==> src/core/cpc_map.svh <==
// register map, field positions, reset values and counts for the capture/compare block
// assumes a 16-bit register port with 4-bit word addresses
`ifndef CPC_MAP_SVH
`define CPC_MAP_SVH

`define CPC_OFF_IC_CTRL      4'h0
`define CPC_OFF_IC_BUF       4'h1
`define CPC_OFF_OC_CTRL      4'h2
`define CPC_OFF_OC_PRIMARY   4'h3
`define CPC_OFF_OC_SECONDARY 4'h4
`define CPC_OFF_TMR_CTRL     4'h5
`define CPC_OFF_PERIOD1      4'h6
`define CPC_OFF_PERIOD2      4'h7
`define CPC_OFF_COUNT1       4'h8
`define CPC_OFF_COUNT2       4'h9

`define CPC_IC_IDLE_STOP_BIT 13
`define CPC_IC_TSEL_BIT      7
`define CPC_IC_ICI_HI        6
`define CPC_IC_ICI_LO        5
`define CPC_IC_OVF_BIT       4
`define CPC_IC_BNE_BIT       3
`define CPC_IC_MODE_HI       2
`define CPC_IC_MODE_LO       0

`define CPC_OC_IE_BIT        9
`define CPC_OC_FLAG_BIT      8
`define CPC_OC_TSEL_BIT      3
`define CPC_OC_MODE_HI       2
`define CPC_OC_MODE_LO       0

`define CPC_TMR_RUN1_BIT     0
`define CPC_TMR_RUN2_BIT     1

`define CPC_RST_WORD         16'h0000
`define CPC_RST_PERIOD       16'hFFFF

`define CPC_FIFO_DEPTH       3'h4
`define CPC_PRE4_LAST        4'h3
`define CPC_PRE16_LAST       4'hF

`endif

==> src/core/cpc_pkg.sv <==
// types shared by the capture/compare block
// constants live in cpc_map.svh
package cpc_pkg;
    typedef enum logic [2:0] {
        CPC_CAP_OFF   = 3'h0,
        CPC_CAP_ANY   = 3'h1,
        CPC_CAP_FALL  = 3'h2,
        CPC_CAP_RISE  = 3'h3,
        CPC_CAP_RISE4 = 3'h4,
        CPC_CAP_RISE16 = 3'h5,
        CPC_CAP_UNUSED = 3'h6,
        CPC_CAP_WAKE  = 3'h7
    } cpc_cap_mode_t;

    typedef enum logic [2:0] {
        CPC_CMP_OFF    = 3'h0,
        CPC_CMP_SINGLE = 3'h4,
        CPC_CMP_CONT   = 3'h5
    } cpc_cmp_mode_t;

    typedef enum logic [3:0] {
        CPC_ST_IDLE = 4'b0001,
        CPC_ST_ARM  = 4'b0010,
        CPC_ST_HIGH = 4'b0100,
        CPC_ST_DONE = 4'b1000
    } cpc_cmp_state_t;

    typedef logic [15:0] cpc_word_t;
endpackage

==> src/core/cpc_top.sv <==
// capture channel, pulse compare channel and their two 16-bit time bases
// assumes a synchronous register port master and an asynchronous capture pin
//
// Overview of operation
// - idle-stop bit halts capture in idle
// - time-base bit one captures first timer
// - interrupt after one to four captures
// - overflow flag read-only, hardware cleared
// - not-empty flag while unread captures remain
// - mode 111: rising-edge wake interrupt only
// - modes 000 and 110 disable capture
// - modes 101/100 capture every 16th/4th rise
// - modes 011/010 capture every rise/fall
// - mode 001 both edges, every capture interrupts
// - compare mode 100: output low, one pulse
// - primary match drives output high
// - single: secondary match ends, then stays low
// - secondary match sets flag, enable gates request
// - compare mode 101: output low, repeat pulses
// - time base wraps to zero at period
// - continuous: flag on every secondary match that ends a pulse
// - compare select one picks second timer
// - compare mode 000 disables channel
`timescale 1ns/1ns
`include "cpc_map.svh"

module cpc_top (
    input  wire logic              i_ref_clk,
    input  wire logic              i_rst_b,
    input  wire logic [3:0]        i_addr,
    input  wire cpc_pkg::cpc_word_t i_wr_data,
    input  wire logic              i_wr_stb,
    input  wire logic              i_rd_stb,
    output cpc_pkg::cpc_word_t     o_rd_data,
    input  wire logic              i_capture_pin,
    input  wire logic              i_cpu_idle,
    input  wire logic              i_cpu_sleep,
    output logic                   o_capture_irq,
    output logic                   o_compare_output_pin,
    output logic                   o_compare_irq
);
    import cpc_pkg::*;

    // software-visible configuration and time bases
    logic           capture_idle_stop_reg, capture_idle_stop_next;
    logic           capture_timebase_select_reg, capture_timebase_select_next;
    logic [1:0]     captures_per_interrupt_reg, captures_per_interrupt_next;
    cpc_cap_mode_t  capture_mode_field_reg, capture_mode_field_next;
    logic           compare_timebase_select_reg, compare_timebase_select_next;
    logic [2:0]     compare_mode_field_reg, compare_mode_field_next;
    logic           compare_interrupt_enable_reg, compare_interrupt_enable_next;
    cpc_word_t      primary_compare_value_reg, primary_compare_value_next;
    cpc_word_t      secondary_compare_value_reg, secondary_compare_value_next;
    logic           run1_reg, run1_next;
    logic           run2_reg, run2_next;
    cpc_word_t      period1_reg, period1_next;
    cpc_word_t      period2_reg, period2_next;
    cpc_word_t      first_timer_count_reg, first_timer_count_next;
    cpc_word_t      second_timer_count_reg, second_timer_count_next;
    cpc_word_t      rd_data_reg, rd_data_next;
    logic           cmp_mode_wr;

    // capture path state
    logic [2:0]     pin_sync_reg;
    logic [2:0]     pin_sync_next;
    logic           pin_level_reg, pin_level_next;
    logic [3:0]     prescale_reg, prescale_next;
    logic [1:0]     irq_cnt_reg, irq_cnt_next;
    cpc_word_t      fifo_mem_reg [4];
    cpc_word_t      fifo_mem_next [4];
    logic [1:0]     wr_ptr_reg, wr_ptr_next;
    logic [1:0]     rd_ptr_reg, rd_ptr_next;
    logic [2:0]     fill_reg, fill_next;
    logic           capture_overflow_flag_reg, capture_overflow_flag_next;
    logic           cap_irq_reg, cap_irq_next;

    // compare path state
    cpc_cmp_state_t cmp_state_reg, cmp_state_next;
    logic           cmp_out_reg, cmp_out_next;
    logic           compare_interrupt_flag_reg, compare_interrupt_flag_next;

    logic           pin_stable;
    logic           rise;
    logic           fall;
    logic           cap_run;
    logic           cap_event;
    logic           pop;
    logic           push;
    logic           capture_buffer_not_empty;
    cpc_word_t      cap_stamp;
    cpc_word_t      cmp_count;

    assign pin_stable = (pin_sync_reg[1] == pin_sync_reg[2]);
    assign rise = pin_stable && pin_sync_reg[2] && !pin_level_reg;
    assign fall = pin_stable && !pin_sync_reg[2] && pin_level_reg;
    assign capture_buffer_not_empty = (fill_reg != 3'h0);
    assign pop = i_rd_stb && (i_addr == `CPC_OFF_IC_BUF) && capture_buffer_not_empty;
    assign cap_stamp = capture_timebase_select_reg ? first_timer_count_reg
                                                   : second_timer_count_reg;
    assign cmp_count = compare_timebase_select_reg ? second_timer_count_reg
                                                   : first_timer_count_reg;
    assign cmp_mode_wr = i_wr_stb && (i_addr == `CPC_OFF_OC_CTRL);

    // register port and time bases
    always_comb begin
        capture_idle_stop_next        = capture_idle_stop_reg;
        capture_timebase_select_next  = capture_timebase_select_reg;
        captures_per_interrupt_next   = captures_per_interrupt_reg;
        capture_mode_field_next       = capture_mode_field_reg;
        compare_timebase_select_next  = compare_timebase_select_reg;
        compare_mode_field_next       = compare_mode_field_reg;
        compare_interrupt_enable_next = compare_interrupt_enable_reg;
        primary_compare_value_next    = primary_compare_value_reg;
        secondary_compare_value_next  = secondary_compare_value_reg;
        run1_next                     = run1_reg;
        run2_next                     = run2_reg;
        period1_next                  = period1_reg;
        period2_next                  = period2_reg;
        rd_data_next                  = `CPC_RST_WORD;
        first_timer_count_next = first_timer_count_reg;
        if (run1_reg) begin
            first_timer_count_next = (first_timer_count_reg == period1_reg) ? 16'h0000
                                     : first_timer_count_reg + 16'h0001;
        end
        second_timer_count_next = second_timer_count_reg;
        if (run2_reg) begin
            second_timer_count_next = (second_timer_count_reg == period2_reg) ? 16'h0000
                                      : second_timer_count_reg + 16'h0001;
        end
        if (i_wr_stb) begin
            if (i_addr == `CPC_OFF_IC_CTRL) begin
                capture_idle_stop_next       = i_wr_data[`CPC_IC_IDLE_STOP_BIT];
                capture_timebase_select_next = i_wr_data[`CPC_IC_TSEL_BIT];
                captures_per_interrupt_next  = i_wr_data[`CPC_IC_ICI_HI:`CPC_IC_ICI_LO];
                capture_mode_field_next =
                    cpc_cap_mode_t'(i_wr_data[`CPC_IC_MODE_HI:`CPC_IC_MODE_LO]);
            end else if (i_addr == `CPC_OFF_OC_CTRL) begin
                compare_interrupt_enable_next = i_wr_data[`CPC_OC_IE_BIT];
                compare_timebase_select_next  = i_wr_data[`CPC_OC_TSEL_BIT];
                compare_mode_field_next = i_wr_data[`CPC_OC_MODE_HI:`CPC_OC_MODE_LO];
            end else if (i_addr == `CPC_OFF_OC_PRIMARY) begin
                primary_compare_value_next = i_wr_data;
            end else if (i_addr == `CPC_OFF_OC_SECONDARY) begin
                secondary_compare_value_next = i_wr_data;
            end else if (i_addr == `CPC_OFF_TMR_CTRL) begin
                run1_next = i_wr_data[`CPC_TMR_RUN1_BIT];
                run2_next = i_wr_data[`CPC_TMR_RUN2_BIT];
            end else if (i_addr == `CPC_OFF_PERIOD1) begin
                period1_next = i_wr_data;
            end else if (i_addr == `CPC_OFF_PERIOD2) begin
                period2_next = i_wr_data;
            end else if (i_addr == `CPC_OFF_COUNT1) begin
                first_timer_count_next = i_wr_data;
            end else if (i_addr == `CPC_OFF_COUNT2) begin
                second_timer_count_next = i_wr_data;
            end
        end
        if (i_rd_stb) begin
            if (i_addr == `CPC_OFF_IC_CTRL) begin
                rd_data_next[`CPC_IC_IDLE_STOP_BIT]           = capture_idle_stop_reg;
                rd_data_next[`CPC_IC_TSEL_BIT]                = capture_timebase_select_reg;
                rd_data_next[`CPC_IC_ICI_HI:`CPC_IC_ICI_LO]   = captures_per_interrupt_reg;
                rd_data_next[`CPC_IC_OVF_BIT]                 = capture_overflow_flag_reg;
                rd_data_next[`CPC_IC_BNE_BIT]                 = capture_buffer_not_empty;
                rd_data_next[`CPC_IC_MODE_HI:`CPC_IC_MODE_LO] = capture_mode_field_reg;
            end else if (i_addr == `CPC_OFF_IC_BUF) begin
                rd_data_next = capture_buffer_not_empty ? fifo_mem_reg[rd_ptr_reg]
                                                        : `CPC_RST_WORD;
            end else if (i_addr == `CPC_OFF_OC_CTRL) begin
                rd_data_next[`CPC_OC_IE_BIT]   = compare_interrupt_enable_reg;
                rd_data_next[`CPC_OC_FLAG_BIT] = compare_interrupt_flag_reg;
                rd_data_next[`CPC_OC_TSEL_BIT] = compare_timebase_select_reg;
                rd_data_next[`CPC_OC_MODE_HI:`CPC_OC_MODE_LO] = compare_mode_field_reg;
            end else if (i_addr == `CPC_OFF_OC_PRIMARY) begin
                rd_data_next = primary_compare_value_reg;
            end else if (i_addr == `CPC_OFF_OC_SECONDARY) begin
                rd_data_next = secondary_compare_value_reg;
            end else if (i_addr == `CPC_OFF_TMR_CTRL) begin
                rd_data_next[`CPC_TMR_RUN1_BIT] = run1_reg;
                rd_data_next[`CPC_TMR_RUN2_BIT] = run2_reg;
            end else if (i_addr == `CPC_OFF_PERIOD1) begin
                rd_data_next = period1_reg;
            end else if (i_addr == `CPC_OFF_PERIOD2) begin
                rd_data_next = period2_reg;
            end else if (i_addr == `CPC_OFF_COUNT1) begin
                rd_data_next = first_timer_count_reg;
            end else if (i_addr == `CPC_OFF_COUNT2) begin
                rd_data_next = second_timer_count_reg;
            end
        end
    end

    always_ff @(posedge i_ref_clk or negedge i_rst_b) begin
        if (!i_rst_b) begin
            capture_idle_stop_reg        <= 1'b0;
            capture_timebase_select_reg  <= 1'b0;
            captures_per_interrupt_reg   <= 2'h0;
            capture_mode_field_reg       <= CPC_CAP_OFF;
            compare_timebase_select_reg  <= 1'b0;
            compare_mode_field_reg       <= 3'h0;
            compare_interrupt_enable_reg <= 1'b0;
            primary_compare_value_reg    <= `CPC_RST_WORD;
            secondary_compare_value_reg  <= `CPC_RST_WORD;
            run1_reg                     <= 1'b0;
            run2_reg                     <= 1'b0;
            period1_reg                  <= `CPC_RST_PERIOD;
            period2_reg                  <= `CPC_RST_PERIOD;
            first_timer_count_reg        <= `CPC_RST_WORD;
            second_timer_count_reg       <= `CPC_RST_WORD;
            rd_data_reg                  <= `CPC_RST_WORD;
        end else begin
            capture_idle_stop_reg        <= capture_idle_stop_next;
            capture_timebase_select_reg  <= capture_timebase_select_next;
            captures_per_interrupt_reg   <= captures_per_interrupt_next;
            capture_mode_field_reg       <= capture_mode_field_next;
            compare_timebase_select_reg  <= compare_timebase_select_next;
            compare_mode_field_reg       <= compare_mode_field_next;
            compare_interrupt_enable_reg <= compare_interrupt_enable_next;
            primary_compare_value_reg    <= primary_compare_value_next;
            secondary_compare_value_reg  <= secondary_compare_value_next;
            run1_reg                     <= run1_next;
            run2_reg                     <= run2_next;
            period1_reg                  <= period1_next;
            period2_reg                  <= period2_next;
            first_timer_count_reg        <= first_timer_count_next;
            second_timer_count_reg       <= second_timer_count_next;
            rd_data_reg                  <= rd_data_next;
        end
    end

    // capture channel
    always_comb begin
        pin_sync_next  = {pin_sync_reg[1:0], i_capture_pin};
        // a change counts once the last two stages agree, which rejects one-cycle glitches
        pin_level_next = pin_stable ? pin_sync_reg[2] : pin_level_reg;
        prescale_next  = prescale_reg;
        irq_cnt_next   = irq_cnt_reg;
        cap_irq_next   = 1'b0;
        cap_event      = 1'b0;
        cap_run = !(i_cpu_idle && capture_idle_stop_reg);
        case (capture_mode_field_reg)
            CPC_CAP_ANY:    cap_event = rise || fall;
            CPC_CAP_FALL:   cap_event = fall;
            CPC_CAP_RISE:   cap_event = rise;
            CPC_CAP_RISE4:  cap_event = rise && (prescale_reg == `CPC_PRE4_LAST);
            CPC_CAP_RISE16: cap_event = rise && (prescale_reg == `CPC_PRE16_LAST);
            default:        cap_event = 1'b0;
        endcase
        cap_event = cap_event && cap_run;
        if (cap_run && rise && ((capture_mode_field_reg == CPC_CAP_RISE4) ||
                                (capture_mode_field_reg == CPC_CAP_RISE16))) begin
            prescale_next = (capture_mode_field_reg == CPC_CAP_RISE4 &&
                             prescale_reg == `CPC_PRE4_LAST) ? 4'h0 : prescale_reg + 4'h1;
        end
        if (cap_event) begin
            if (capture_mode_field_reg == CPC_CAP_ANY) begin
                cap_irq_next = 1'b1;
            end else if (irq_cnt_reg == captures_per_interrupt_reg) begin
                cap_irq_next = 1'b1;
                irq_cnt_next = 2'h0;
            end else begin
                irq_cnt_next = irq_cnt_reg + 2'h1;
            end
        end
        if (capture_mode_field_reg == CPC_CAP_WAKE) begin
            cap_irq_next = rise && (i_cpu_sleep || i_cpu_idle);
        end
        push = cap_event && ((fill_reg != `CPC_FIFO_DEPTH) || pop);
        fifo_mem_next = fifo_mem_reg;
        wr_ptr_next   = wr_ptr_reg;
        rd_ptr_next   = rd_ptr_reg;
        fill_next     = fill_reg;
        capture_overflow_flag_next = capture_overflow_flag_reg;
        if (push) begin
            fifo_mem_next[wr_ptr_reg] = cap_stamp;
            wr_ptr_next = wr_ptr_reg + 2'h1;
        end
        if (pop) begin
            rd_ptr_next = rd_ptr_reg + 2'h1;
        end
        fill_next = fill_reg + {2'h0, push} - {2'h0, pop};
        if ((capture_mode_field_reg == CPC_CAP_OFF) ||
            (capture_mode_field_reg == CPC_CAP_UNUSED)) begin
            prescale_next = 4'h0;
            irq_cnt_next  = 2'h0;
            wr_ptr_next   = 2'h0;
            rd_ptr_next   = 2'h0;
            fill_next     = 3'h0;
            capture_overflow_flag_next = 1'b0;
        end
        if (cap_event && (fill_reg == `CPC_FIFO_DEPTH) && !pop) begin
            capture_overflow_flag_next = 1'b1;
        end
    end

    always_ff @(posedge i_ref_clk or negedge i_rst_b) begin
        if (!i_rst_b) begin
            pin_sync_reg  <= 3'h0;
            pin_level_reg <= 1'b0;
            prescale_reg  <= 4'h0;
            irq_cnt_reg   <= 2'h0;
            fifo_mem_reg  <= '{default: `CPC_RST_WORD};
            wr_ptr_reg    <= 2'h0;
            rd_ptr_reg    <= 2'h0;
            fill_reg      <= 3'h0;
            capture_overflow_flag_reg <= 1'b0;
            cap_irq_reg   <= 1'b0;
        end else begin
            pin_sync_reg  <= pin_sync_next;
            pin_level_reg <= pin_level_next;
            prescale_reg  <= prescale_next;
            irq_cnt_reg   <= irq_cnt_next;
            fifo_mem_reg  <= fifo_mem_next;
            wr_ptr_reg    <= wr_ptr_next;
            rd_ptr_reg    <= rd_ptr_next;
            fill_reg      <= fill_next;
            capture_overflow_flag_reg <= capture_overflow_flag_next;
            cap_irq_reg   <= cap_irq_next;
        end
    end

    // compare channel
    always_comb begin
        cmp_state_next = cmp_state_reg;
        cmp_out_next   = cmp_out_reg;
        compare_interrupt_flag_next = compare_interrupt_flag_reg;
        // flag clears by writing one; a same-cycle match still sets it below
        if (cmp_mode_wr && i_wr_data[`CPC_OC_FLAG_BIT]) begin
            compare_interrupt_flag_next = 1'b0;
        end
        case (cmp_state_reg)
            CPC_ST_ARM: begin
                if (cmp_count == primary_compare_value_reg) begin
                    cmp_out_next   = 1'b1;
                    cmp_state_next = CPC_ST_HIGH;
                end
            end
            CPC_ST_HIGH: begin
                if (cmp_count == secondary_compare_value_reg) begin
                    cmp_out_next = 1'b0;
                    compare_interrupt_flag_next = 1'b1;
                    cmp_state_next = (compare_mode_field_reg == CPC_CMP_CONT) ? CPC_ST_ARM
                                                                              : CPC_ST_DONE;
                end
            end
            default: begin
                cmp_state_next = cmp_state_reg;
            end
        endcase
        if (cmp_mode_wr) begin
            cmp_out_next = 1'b0;
            if ((i_wr_data[`CPC_OC_MODE_HI:`CPC_OC_MODE_LO] == CPC_CMP_SINGLE) ||
                (i_wr_data[`CPC_OC_MODE_HI:`CPC_OC_MODE_LO] == CPC_CMP_CONT)) begin
                cmp_state_next = CPC_ST_ARM;
            end else begin
                cmp_state_next = CPC_ST_IDLE;
            end
        end
    end

    always_ff @(posedge i_ref_clk or negedge i_rst_b) begin
        if (!i_rst_b) begin
            cmp_state_reg <= CPC_ST_IDLE;
            cmp_out_reg   <= 1'b0;
            compare_interrupt_flag_reg <= 1'b0;
        end else begin
            cmp_state_reg <= cmp_state_next;
            cmp_out_reg   <= cmp_out_next;
            compare_interrupt_flag_reg <= compare_interrupt_flag_next;
        end
    end

    assign o_rd_data            = rd_data_reg;
    assign o_capture_irq        = cap_irq_reg;
    assign o_compare_output_pin = cmp_out_reg;
    assign o_compare_irq = compare_interrupt_flag_reg && compare_interrupt_enable_reg;

endmodule // cpc_top

==> config.mk <==
export PLATFORM = sky130hd
export DESIGN_NAME = cpc_top
export DESIGN_NICKNAME = d
export VERILOG_FILES = /design/src/core/cpc_pkg.sv /design/src/core/cpc_top.sv
export VERILOG_INCLUDE_DIRS = /design/src /design/src/core
export SDC_FILE = /design/constraint.sdc
export NUM_CORES = 1
export LEC_CHECK = 0
export BUFFER_PORTS_ARGS = -buffer_cell sky130_fd_sc_hd__buf_2
export CORE_ASPECT_RATIO = 1.4
export CORE_MARGIN = 10
export CORE_UTILIZATION = 45
export CTS_CLUSTER_SIZE = 25
export DETAILED_ROUTE_END_ITERATION = 12
export SYNTH_ARGS = -nofsm -noshare
export SYNTH_HDL_FRONTEND = slang
export SYNTH_SLANG_ARGS = --single-unit
export TNS_END_PERCENT = 30
==> constraint.sdc <==
create_clock -name i_ref_clk -period 4.2 [get_ports i_ref_clk]
set_clock_uncertainty 0.2 [all_clocks]
set_input_delay 0.84 -clock i_ref_clk [delete_from_list [all_inputs] [get_ports i_ref_clk]]
set_output_delay 0.84 -clock i_ref_clk [all_outputs]
set_load 0.02 [all_outputs]
==> results.tsv, run 1 <==
stage	metric	value	unit
yosys	post_synthesis_net_count	1147	
clocking	postCtsHoldBufs	0	
layout	multi_input_combinational_cell_area	5610	um^2
drt	wirelength	33.3	mm
yosys	synth-edff-count	0	
drt	dr_total_vias	8508	
clocking	deepest_level_of_the_cts_h_tree	1	
layout	fillers	2322	
layout	areaGrowthSynthToFinish	11.5	%
pwr	power.density	585	nW/um^2
hold_path	worst_hold_path_type	input port to async pin	
floorplanning	io-pin-count	46	
grt	grt_first_pass_wirelength	52.0	mm
drt	drcViolationCount	0	
place	hpwlAfterDp	23.8	mm
floorplanning	placementRows	69	
grt	groute.usage.overall	0.205	
sta	final_setup_viols	0	
yosys	synth.ff_latch_count	214	
sta	hold_viol	0	
grt	via_count_of_the_first_global_routing_pass	8516	
run_status	run_status	completed	
place	place.port_buffers	45	
setup_path	setup.worst_path.end_class	flop	
yosys	synth_cells	1108	
clocking	clock_buffer_count_from_cts	23	
drt	routedWlPerCell	22.9	um
yosys	synth_async_sr_flop_share	1.00	
drt	detailedRoute.firstIterationViolations	698	
grt	initial_antenna_violation_count	0	
layout	diodes	0	
drt	antenna_violating_nets_post_route	0	
clocking	worst_setup_hold_path_clk_slew	0.07	ns
pwr	power.ir.vdd_worst	0.371	mV
setup_path	critPathKind	flop to flop	
drt	firstDrtPassIters	5	
floorplanning	design.core.area	25200	um^2
yosys	synth_top_cell_by_area	sky130_fd_sc_hd__dfrtp_1	
clocking	cts_root_buffer	sky130_fd_sc_hd__clkbuf_16	
yosys	synth_top_area_share	0.396	
layout	seq_area	5400	um^2
floorplanning	die-width	155	um
floorplanning	floorplan.initialDensity	0.453	
drt	vias_per_cell	5.85	
pwr	total_power	7.46	mW
clocking	source_to_sink_clock_delay_at_the_later_pin_of_the_worst_skew_pair	0.54	ns
grt	grt.overflow.total	0	
yosys	netlist-cell-type-count	66	
floorplanning	die-area	32300	um^2
sta	final-max-slew-violation-count	0	
sta	grt_setup_unrepaired	no	
yosys	synthesized_area_per_cell	10.3	um^2
yosys	post_synth_main_area_contributors	sky130_fd_sc_hd__dfrtp_1, sky130_fd_sc_hd__dfstp_2, sky130_fd_sc_hd__mux2_2	
sta	fmax	316	MHz
sta	post-route-min-period	3.17	ns
setup_path	cp_data_arrival_time	3.36	ns
place	place.gp.congestion	0.935	
sta	finalCritPeriodShare	0.754	
yosys	yosysWarningCount	0	
setup_path	path_max_fanout	3	
layout	drive_above_1_share	0.203	
clocking	resized_after_cts	0	
clocking	cts_setup_buffers	0	
sta	totalNegativeSetupSlack	0	ns
clocking	tritoncts_num_sinks	214	
yosys	syn_area	11400	um^2
sta	worst_slew_margin_rel	0.240	
yosys	synth_flop_cell	sky130_fd_sc_hd__dfrtp_1	
grt	grt_start_max_net_pins	90	
setup_path	required	4.39	ns
pwr	power.leakage	5.35	nW
layout	layout.nets	1159	
layout	number_of_flip_flops_under_the_largest_register_name	64	
floorplanning	fp.dieH	209	um
yosys	seq_area_frac_synth	0.472	
clocking	clk_path_buf_depth	3	
sta	finalHoldWorstSlack	0.125	ns
clocking	cts_tree	yes	
setup_path	critical_path.startpoint_type	flop	
flow_run	cap_viol_max_count	0	
sta	worst_slew_pin_slew	1.13	ns
[worst max-delay path, stage by stage, from the launching register on]
cell                       delay (ns)
sky130_fd_sc_hd__dfrtp_1         0.38
sky130_fd_sc_hd__ha_1            0.16
sky130_fd_sc_hd__nor4bb_1        0.36
sky130_fd_sc_hd__o211ai_1        0.20
sky130_fd_sc_hd__o21ai_1         0.19
sky130_fd_sc_hd__and3b_1         0.23
sky130_fd_sc_hd__inv_1           0.05
sky130_fd_sc_hd__ha_1            0.29
sky130_fd_sc_hd__inv_1           0.06
sky130_fd_sc_hd__ha_1            0.12
sky130_fd_sc_hd__inv_1           0.05
sky130_fd_sc_hd__fa_1            0.39
sky130_fd_sc_hd__xor2_1          0.16
sky130_fd_sc_hd__xnor2_1         0.13
sky130_fd_sc_hd__nor2_1          0.05
[Yosys cell counts (6+ instances only)]
| library cell | instances |
|---|---|
| sky130_fd_sc_hd__dfrtp_1 | 181 |
| sky130_fd_sc_hd__nand2_1 | 163 |
| sky130_fd_sc_hd__xnor2_1 | 67 |
| sky130_fd_sc_hd__o21ai_1 | 66 |
| sky130_fd_sc_hd__o21ai_0 | 60 |
| sky130_fd_sc_hd__mux2_2 | 57 |
| sky130_fd_sc_hd__mux2i_1 | 52 |
| sky130_fd_sc_hd__nor2_1 | 46 |
| sky130_fd_sc_hd__clkbuf_1 | 44 |
| sky130_fd_sc_hd__a21oi_1 | 43 |
| sky130_fd_sc_hd__dfstp_2 | 33 |
| sky130_fd_sc_hd__xor2_1 | 32 |
| sky130_fd_sc_hd__buf_2 | 29 |
| sky130_fd_sc_hd__mux2_1 | 18 |
| sky130_fd_sc_hd__nand3_1 | 18 |
| sky130_fd_sc_hd__inv_1 | 17 |
| sky130_fd_sc_hd__mux4_2 | 16 |
| sky130_fd_sc_hd__nand4_1 | 16 |
| sky130_fd_sc_hd__nor3_1 | 14 |
| sky130_fd_sc_hd__ha_1 | 11 |
| sky130_fd_sc_hd__o22ai_1 | 10 |
| sky130_fd_sc_hd__nor2b_1 | 9 |
| sky130_fd_sc_hd__a22oi_1 | 8 |
| sky130_fd_sc_hd__and3_1 | 8 |
| sky130_fd_sc_hd__a21o_1 | 6 |
| sky130_fd_sc_hd__a32oi_1 | 6 |
| sky130_fd_sc_hd__buf_1 | 6 |
[report_power, final]
group | internal (mW) | switching (mW)
combinational | 0.904 | 1.03
sequential | 2.54 | 0.702
clock | 1.41 | 0.877
total | 4.85 | 2.60
[path summary, 6_finish.rpt]
| kind | from | to | slack [ns] | depth (start not counted) |
|---|---|---|---|---|
| hold reg to reg | pin_sync_reg[0] | pin_sync_reg[1] | 0.15 | 0 |
| setup reg to reg | pin_sync_reg[1] | fill_reg[2] | 1.03 | 14 |
| setup / recovery | pin_sync_reg[1] | fill_reg[2] | 1.03 | 14 |
| hold / removal | i_rst_b | wr_ptr_reg[1] | 0.12 | 1 |
| max in group asynchronous | i_rst_b | period1_reg[6] | 2.81 | 2 |
| min in group i_ref_clk | pin_sync_reg[0] | pin_sync_reg[1] | 0.15 | 0 |
[layout by cell type (no fill, tap or decap), types with 17 or more instances in the layout]
| master | netlist | layout |
|---|---|---|
| sky130_fd_sc_hd__a21oi_1 | 43 | 43 |
| sky130_fd_sc_hd__buf_2 | 29 | 44 |
| sky130_fd_sc_hd__buf_4 | 0 | 21 |
| sky130_fd_sc_hd__clkbuf_16 | 0 | 23 |
| sky130_fd_sc_hd__dfrtp_1 | 181 | 181 |
| sky130_fd_sc_hd__dfstp_2 | 33 | 33 |
| sky130_fd_sc_hd__inv_1 | 17 | 17 |
| sky130_fd_sc_hd__mux2_1 | 18 | 18 |
| sky130_fd_sc_hd__mux2_2 | 57 | 57 |
| sky130_fd_sc_hd__mux2i_1 | 52 | 52 |
| sky130_fd_sc_hd__nand2_1 | 163 | 163 |
| sky130_fd_sc_hd__nand3_1 | 18 | 18 |
| sky130_fd_sc_hd__nor2_1 | 46 | 46 |
| sky130_fd_sc_hd__o21ai_0 | 60 | 60 |
| sky130_fd_sc_hd__o21ai_1 | 66 | 66 |
| sky130_fd_sc_hd__xnor2_1 | 67 | 67 |
| sky130_fd_sc_hd__xor2_1 | 32 | 32 |
[layer usage]
metal  GRT usage  wire length, um  up-vias
met3      0.0327             1810       95
li1            -                -     3890
met4       0.107             1770        0
met5           0                0        -
met2       0.333            16200      307
met1       0.256            13500     4216
[per-stage QoR]
stage	cell area, um^2	instances	setup slack (ns)	utilization
CTS	12700	1455	1.05	0.506
global placement	11900	1414	0.616	0.472
detailed placement	11900	1414	0.582	0.472
floorplan	11400	1108	0.723	-
finish	12700	1455	1.03	0.506
global route	12700	1455	0.849	0.506
[cells by family after synthesis]
group / after synthesis / synth area share
simple gates: 309 / 0.126
compound gates: 225 / 0.113
flops: 214 / 0.472
mux: 150 / 0.162
xor+xnor: 99 / 0.0759
buf+inv: 99 / 0.0378
fa+ha+maj: 12 / 0.0138
[layout make-up]
cell class / instances / share of cell area
Tap cell: 319 / 0.0313
Sequential cell: 214 / 0.423
Multi-Input combinational cell: 795 / 0.440
Clock inverter: 14 / 0.0181
Inverter: 18 / 0.00530
Timing Repair Buffer: 68 / 0.0340
Clock buffer: 27 / 0.0479
(Power assumes the default switching activity.)
==> run 2, diff against run 1 <==
--- a/config.mk
+++ b/config.mk
@@ -6,6 +6,7 @@
 export SDC_FILE = /design/constraint.sdc
 export NUM_CORES = 1
 export LEC_CHECK = 0
+export ABC_AREA = 1
 export BUFFER_PORTS_ARGS = -buffer_cell sky130_fd_sc_hd__buf_2
 export CORE_ASPECT_RATIO = 1.4
 export CORE_MARGIN = 10
==> constraint.sdc (replaced) <==
create_clock -name i_ref_clk -period 2.7 [get_ports i_ref_clk]
set_clock_uncertainty 0.2 [all_clocks]
set_input_delay 0.54 -clock i_ref_clk [delete_from_list [all_inputs] [get_ports i_ref_clk]]
set_output_delay 0.54 -clock i_ref_clk [all_outputs]
set_load 0.02 [all_outputs]
==> run 2 against run 1 <==
  * Fmax grew 23%
  * Sequential power increased by 46%
  * Setup slack worse by 0.90 ns
  * Via count is 27% higher
  * Highest routed layer unchanged
==> results.tsv, run 2 <==
stage	metric	value	unit
setup_path	cp_max_stage_cell	sky130_fd_sc_hd__fa_2	
layout	layout.nets	1696	
setup_path	path_common_cell	sky130_fd_sc_hd__inv_2	
clocking	cts_root_buffer	sky130_fd_sc_hd__clkbuf_16	
drt	wirelength	38.3	mm
yosys	synth.mux.area_fraction	0	
floorplanning	placementRows	70	
yosys	synthesized_area_per_cell	7.44	um^2
layout	number_of_flip_flops_under_the_largest_register_name	64	
grt	groute.usage.overall	0.232	
drt	routedWlPerCell	19.1	um
sta	fmax	390	MHz
setup_path	launch_point_of_the_worst_reg_to_reg_path	pin_sync_reg[1]	
place	placed_cells	1951	
clocking	clk_path_buf_depth	3	
floorplanning	die-area	33200	um^2
floorplanning	design.core.area	26000	um^2
drt	vias_per_cell	5.41	
yosys	synth-edff-count	0	
flow_run	cap_viol_max_count	0	
grt	grt.overflow.total	0	
sta	hold_viol	0	
yosys	yosysWarningCount	0	
layout	finish.instance_area	13600	um^2
sta	post-route-min-period	2.57	ns
sta	worst_slew_pin_slew	0.970	ns
setup_path	critical_path.startpoint_type	flop	
yosys	synthAdderAreaFrac	0.0134	
yosys	synth_async_sr_flop_share	1.00	
place	place.port_buffers	45	
grt	via_count_of_the_first_global_routing_pass	10600	
setup_path	critPathKind	flop to flop	
drt	drcViolationCount	0	
yosys	netlist-cell-type-count	45	
floorplanning	die-width	157	um
place	dpl_cell_area	12600	um^2
run_status	run_status	completed	
yosys	post_synthesis_net_count	1625	
sta	final_setup_viols	0	
yosys	synth_cells	1586	
yosys	seq_area_frac_synth	0.457	
yosys	synth_xor_area_frac	0.0252	
yosys	syn_area	11800	um^2
grt	grt_start_max_net_pins	80	
hold_path	min_to	compare_timebase_select_reg	
yosys	synth_top_area_share	0.384	
layout	layout.cells.most_common_list	sky130_fd_sc_hd__nand2_1, sky130_fd_sc_hd__dfrtp_1, sky130_fd_sc_hd__inv_1	
pwr	power.ir.vdd_worst	0.616	mV
yosys	synth-compound-area-share	0.162	
sta	final-max-slew-violation-count	0	
layout	drive_above_1_share	0.137	
setup_path	crit_chain	ha_2 -> inv_1 -> nor2_2 -> inv_2 -> nand2_1 -> nand2_1 -> o21ai_2 -> inv_2 -> nand2_2 -> nand2_4 -> nor2_8 -> inv_4 -> ha_4 -> inv_2 -> ha_4 -> inv_2 -> fa_2 -> nor2_1	
pwr	power.leakage	6.59	nW
setup_path	r2r_setup_slack	0.13	ns
setup_path	slowest_delay	0.50	ns
clocking	clock_buffer_count_from_cts	24	
hold_path	holdPathStages	3	
layout	diodes	0	
setup_path	reg_to_reg_critical_path_endpoint	fill_reg[1]	
clocking	tritoncts_num_sinks	214	
yosys	synth.ff_latch_count	214	
hold_path	worst_hold_path_type	input port to flop	
setup_path	r2r.worst_path.cells	18	
clocking	cts_tree	yes	
hold_path	holdCritStartpoint	i_wr_data[3]	
yosys	synth_flop_cell	sky130_fd_sc_hd__dfrtp_1	
drt	dr_total_vias	10800	
yosys	post-synth-top-count-cell	sky130_fd_sc_hd__nand2_1	
grt	grt_first_pass_wirelength	60.1	mm
drt	antenna_violating_nets_post_route	0	
drt	detailedRoute.firstIterationViolations	828	
clocking	source_to_sink_clock_delay_at_the_later_pin_of_the_worst_skew_pair	0.53	ns
yosys	synth_top_cell_by_area	sky130_fd_sc_hd__dfrtp_1	
layout	layout.cells.non_filler	1999	
yosys	synth_top_family_by_area	simple AND/OR/NAND/NOR gates	
setup_path	cp_data_arrival_time	2.77	ns
place	hpwlAfterDp	28.6	mm
layout	final_common_cell	sky130_fd_sc_hd__nand2_1	
setup_path	path_max_fanout	3	
sta	worst_slew_margin_rel	0.353	
setup_path	number_of_buffers_and_inverters_on_the_critical_path	6	
floorplanning	io-pin-count	46	
drt	firstDrtPassIters	5	
clocking	deepest_level_of_the_cts_h_tree	1	
grt	initial_antenna_violation_count	0	
setup_path	path_delay_family	adder cells	
place	place.gp.congestion	0.955	
setup_path	setup.worst_path.end_class	flop	
yosys	post_synth_main_area_contributors	sky130_fd_sc_hd__dfrtp_1, sky130_fd_sc_hd__nand2_1, sky130_fd_sc_hd__dfstp_2	
layout	areaGrowthSynthToFinish	14.9	%
yosys	post_synth_simple_gate_area	0.257	
pwr	power.density	851	nW/um^2
floorplanning	fp.dieH	212	um
setup_path	required	2.90	ns
yosys	synth.top_cells.by_count	sky130_fd_sc_hd__nand2_1, sky130_fd_sc_hd__dfrtp_1, sky130_fd_sc_hd__inv_1	
clocking	worst_setup_hold_path_clk_slew	0.06	ns
sta	finalCritPeriodShare	0.950	
floorplanning	floorplan.initialDensity	0.454	
[run 2: how the worst max path moves through the flow]
stage	startpoint	end	slack [ns]	depth (start not counted)
finish	pin_sync_reg[1]	fill_reg[1]	0.13	18
global route	pin_sync_reg[1]	fill_reg[1]	-0.008	18
CTS	pin_sync_reg[1]	fill_reg[2]	0.006	19
detailed placement	i_addr[0]	fill_reg[2]	-0.08	17
global placement	i_addr[3]	fill_reg[2]	-0.04	16
floorplan	i_addr[3]	fill_reg[2]	0.02	15
[run 2: routing by layer]
layer	track usage	wire (um)
met5	0	0
met2	0.399	19100
met3	0.0203	1630
met4	0.0985	1580
met1	0.291	16000
[run 2: kinds of logic after synthesis]
logic type | count (synthesis)
and+or+nand+nor | 733
AOI/OAI and AO/OA | 353
adders and majority gates | 12
DFF | 214
xor gates and xnor gates | 34
buffers and inverters | 240
[run 2: where the power goes]
part	internal (mW)	switching, mW	total, mW
registers	3.91	0.815	4.72
logic	1.14	2.05	3.19
clock network	2.22	1.40	3.62
[run 2: final cells by class]
| type | count | area (um^2) |
|---|---|---|
| inverter | 175 | 662 |
| clock buffer | 30 | 664 |
| fill | 2570 | 12500 |
| clock inverter | 14 | 203 |
| sequential | 214 | 5400 |
| multi-input combinational | 1132 | 5450 |
| tap | 324 | 405 |
| timing repair buffer | 110 | 778 |
[run 2: repair_timing]
item                                    in CTS  in global routing
buffers inserted                             0                  2
endpoints found under the hold margin       64                  0
endpoints found under the setup margin       0                  2
hold buffers                                 2                  0
resized for setup                            0                 12
[run 2: through the flow]
stage	setup WS [ns]	hold WS (ns)	TNS [ns]	utilization	total power, mW
after floorplan	0.0159	0.0444	0	-	6.64
after global placement	-0.0449	0.138	-0.0449	0.485	7.85
after detailed placement	-0.0769	0.139	-0.104	0.485	7.90
after CTS	0.00622	0.0554	0	0.519	11.5
after global routing	-0.00804	0.0713	-0.0156	0.521	12.2
final	0.135	0.0625	0	0.521	11.5
[run 2: worst min-delay path: stages]
cell and delay, ns:
sky130_fd_sc_hd__buf_2 0.10, sky130_fd_sc_hd__nand2_1 0.05, sky130_fd_sc_hd__o21ai_0 0.06
==> run 3, diff against run 2 <==
--- a/config.mk
+++ b/config.mk
@@ -6,7 +6,7 @@
 export SDC_FILE = /design/constraint.sdc
 export NUM_CORES = 1
 export LEC_CHECK = 0
-export ABC_AREA = 1
+export ABC_AREA = 0
 export BUFFER_PORTS_ARGS = -buffer_cell sky130_fd_sc_hd__buf_2
 export CORE_ASPECT_RATIO = 1.4
 export CORE_MARGIN = 10
==> run 3 against run 2 <==
  * Total power is 0.68% higher
  * Clock-buffer cell count increased by 6
  * Via count shrank 19%
  * Clock power is 12% lower
  * Die area down 2.8%
  * Routed wire length shrank 11%
  * Critical path depth fell by 4
  * Critical path type unchanged
  * Critical endpoint is now fill_reg[2]
  * Highest routed layer unchanged
==> results.tsv, run 3 (synthesized netlist as in run 1, its figures left out) <==
stage	metric	value	unit
clocking	cts_tree	yes	
floorplanning	placementRows	69	
grt	grt_start_max_net_pins	57	
setup_path	path_max_fanout	7	
drt	vias_per_cell	5.68	
layout	number_of_flip_flops_under_the_largest_register_name	64	
floorplanning	die-area	32300	um^2
drt	wirelength	34.2	mm
layout	layout.cells.non_filler	1535	
sta	final-max-slew-violation-count	0	
layout	drive_above_1_share	0.263	
setup_path	r2r.worst_path.cells	14	
place	place.port_buffers	45	
setup_path	critPathKind	flop to flop	
sta	hold_viol	0	
setup_path	number_of_buffers_and_inverters_on_the_critical_path	4	
setup_path	path_delay_family	adder cells	
layout	multi_input_combinational_cell_area	5680	um^2
setup_path	worst-path-stages	14	
layout	layout.cells.most_common_list	sky130_fd_sc_hd__dfrtp_1, sky130_fd_sc_hd__nand2_1, sky130_fd_sc_hd__buf_4	
grt	grt_first_pass_wirelength	53.3	mm
floorplanning	io-pin-count	46	
setup_path	required	2.92	ns
sta	grt_setup_unrepaired	yes	
clocking	clk_path_buf_depth	3	
hold_path	holdPathStages	3	
sta	post-route-min-period	2.68	ns
drt	routedWlPerCell	22.3	um
drt	detailedRoute.firstIterationViolations	545	
setup_path	path_common_cell	sky130_fd_sc_hd__inv_2	
setup_path	critical_path.startpoint_type	flop	
clocking	deepest_level_of_the_cts_h_tree	1	
clocking	cts_root_buffer	sky130_fd_sc_hd__clkbuf_16	
floorplanning	die-width	155	um
layout	fillers	2292	
pwr	power.ir.vdd_worst	0.659	mV
layout	layout.nets	1236	
floorplanning	design.core.area	25200	um^2
drt	antenna_violating_nets_post_route	0	
sta	final_setup_viols	0	
place	dp_worst_setup_slack	-0.264	ns
place	placed_cells	1483	
sta	final.setup.worst_slack	0.0230	ns
sta	finalCritPeriodShare	0.991	
clocking	source_to_sink_clock_delay_at_the_later_pin_of_the_worst_skew_pair	0.53	ns
clocking	clock_buffer_count_from_cts	24	
hold_path	worst_hold_path_type	input port to flop	
layout	areaGrowthSynthToFinish	17.5	%
clocking	tritoncts_num_sinks	214	
drt	dr_total_vias	8721	
drt	drcViolationCount	0	
flow_run	cap_viol_max_count	0	
sta	finalHoldWorstSlack	0.128	ns
grt	grt.overflow.total	0	
grt	initial_antenna_violation_count	1	
run_status	run_status	completed	
floorplanning	floorplan.initialDensity	0.453	
sta	worst_slew_pin_slew	1.12	ns
sta	totalNegativeSetupSlack	0	ns
floorplanning	fp.dieH	209	um
clocking	worst_setup_hold_path_clk_slew	0.06	ns
sta	fmax	374	MHz
setup_path	setup.worst_path.end_class	flop	
grt	via_count_of_the_first_global_routing_pass	8972	
setup_path	cp_max_stage_cell	sky130_fd_sc_hd__dfrtp_1	
setup_path	slowest_delay	0.41	ns
sta	worst_slew_margin_rel	0.251	
grt	groute.usage.overall	0.210	
place	place.gp.congestion	0.934	
layout	final_common_cell	sky130_fd_sc_hd__dfrtp_1	
pwr	power.leakage	5.75	nW
setup_path	crit_chain	buf_4 -> xor2_1 -> a32oi_1 -> o21ai_1 -> and3b_1 -> inv_2 -> ha_4 -> inv_2 -> ha_4 -> inv_2 -> fa_2 -> xor2_1 -> xnor2_1 -> nor2_1	
drt	firstDrtPassIters	6	
pwr	total_power	11.6	mW
pwr	power.density	865	nW/um^2
layout	seq_area	5400	um^2
place	hpwlAfterDp	25.3	mm
setup_path	cp_data_arrival_time	2.89	ns
-- run 3: changes by cell type in the layout (fill, tap and decap cells not counted), sizes merged, moves of 34 or more --
cell,delta
mux2,+75
xnor2,+57
buf,+34
o21ai,-127
nand2,-350
nand3,-49
inv,-157
nor2,-61
mux2i,+59
-- run 3: what timing repair did --
item	in CTS	in global routing
pin swaps	2	2
endpoints found under the setup margin	2	3
cloned	0	0
hold endpoints to repair	49	0
hold buffers	2	0
setup buffers	4	1
resized for setup	2	4
-- run 3: final timing paths --
check / start / endpoint / slack [ns]
max: capture_mode_field_reg[1] / fill_reg[2] / 0.02
min: i_cpu_sleep / o_capture_irq / 0.13
max reg2reg: capture_mode_field_reg[1] / fill_reg[2] / 0.02
min reg2reg: pin_sync_reg[0] / pin_sync_reg[1] / 0.15
max in group asynchronous: i_rst_b / fill_reg[1] / 1.24
min in group asynchronous: i_rst_b / o_rd_data[9] / 0.32
-- run 3: where the power goes --
part	total (mW)	switching, mW	internal, mW	leakage (nW)
logic	3.68	1.98	1.70	2.67
clock network	3.19	1.33	1.86	0.392
registers	4.74	0.787	3.96	2.69
total	11.6	4.10	7.52	5.75
-- run 3: cell type report --
type / count / share of cell area
Inverter: 18 / 0.00503
Clock buffer: 36 / 0.0540
Antenna cell: 1 / 0.000186
Clock inverter: 8 / 0.00382
Multi-Input combinational cell: 795 / 0.423
Sequential cell: 214 / 0.402
Timing Repair Buffer: 144 / 0.0825
Tap cell: 319 / 0.0297
-- run 3: stage by stage --
stage          area, um^2   util
2_1_floorplan       11500      -
4_1_cts             13400  0.532
3_5_place_dp        12600  0.498
3_3_place_gp        12600  0.498
6_report            13400  0.533
5_1_grt             13400  0.533
-- run 3: worst min-delay path, stage by stage --
cell and delay, ns:
sky130_fd_sc_hd__buf_2 0.10, sky130_fd_sc_hd__nor2_1 0.08, sky130_fd_sc_hd__o32ai_1 0.08
-- run 3: layer usage --
| layer | track usage | up-vias | share of wire |
|---|---|---|---|
| li1 | - | 4061 | - |
| met1 | 0.253 | 4335 | 0.40 |
| met2 | 0.363 | 255 | 0.51 |
| met3 | 0.0306 | 70 | 0.048 |
| met4 | 0.0927 | 0 | 0.040 |
| met5 | 0 | - | 0 |
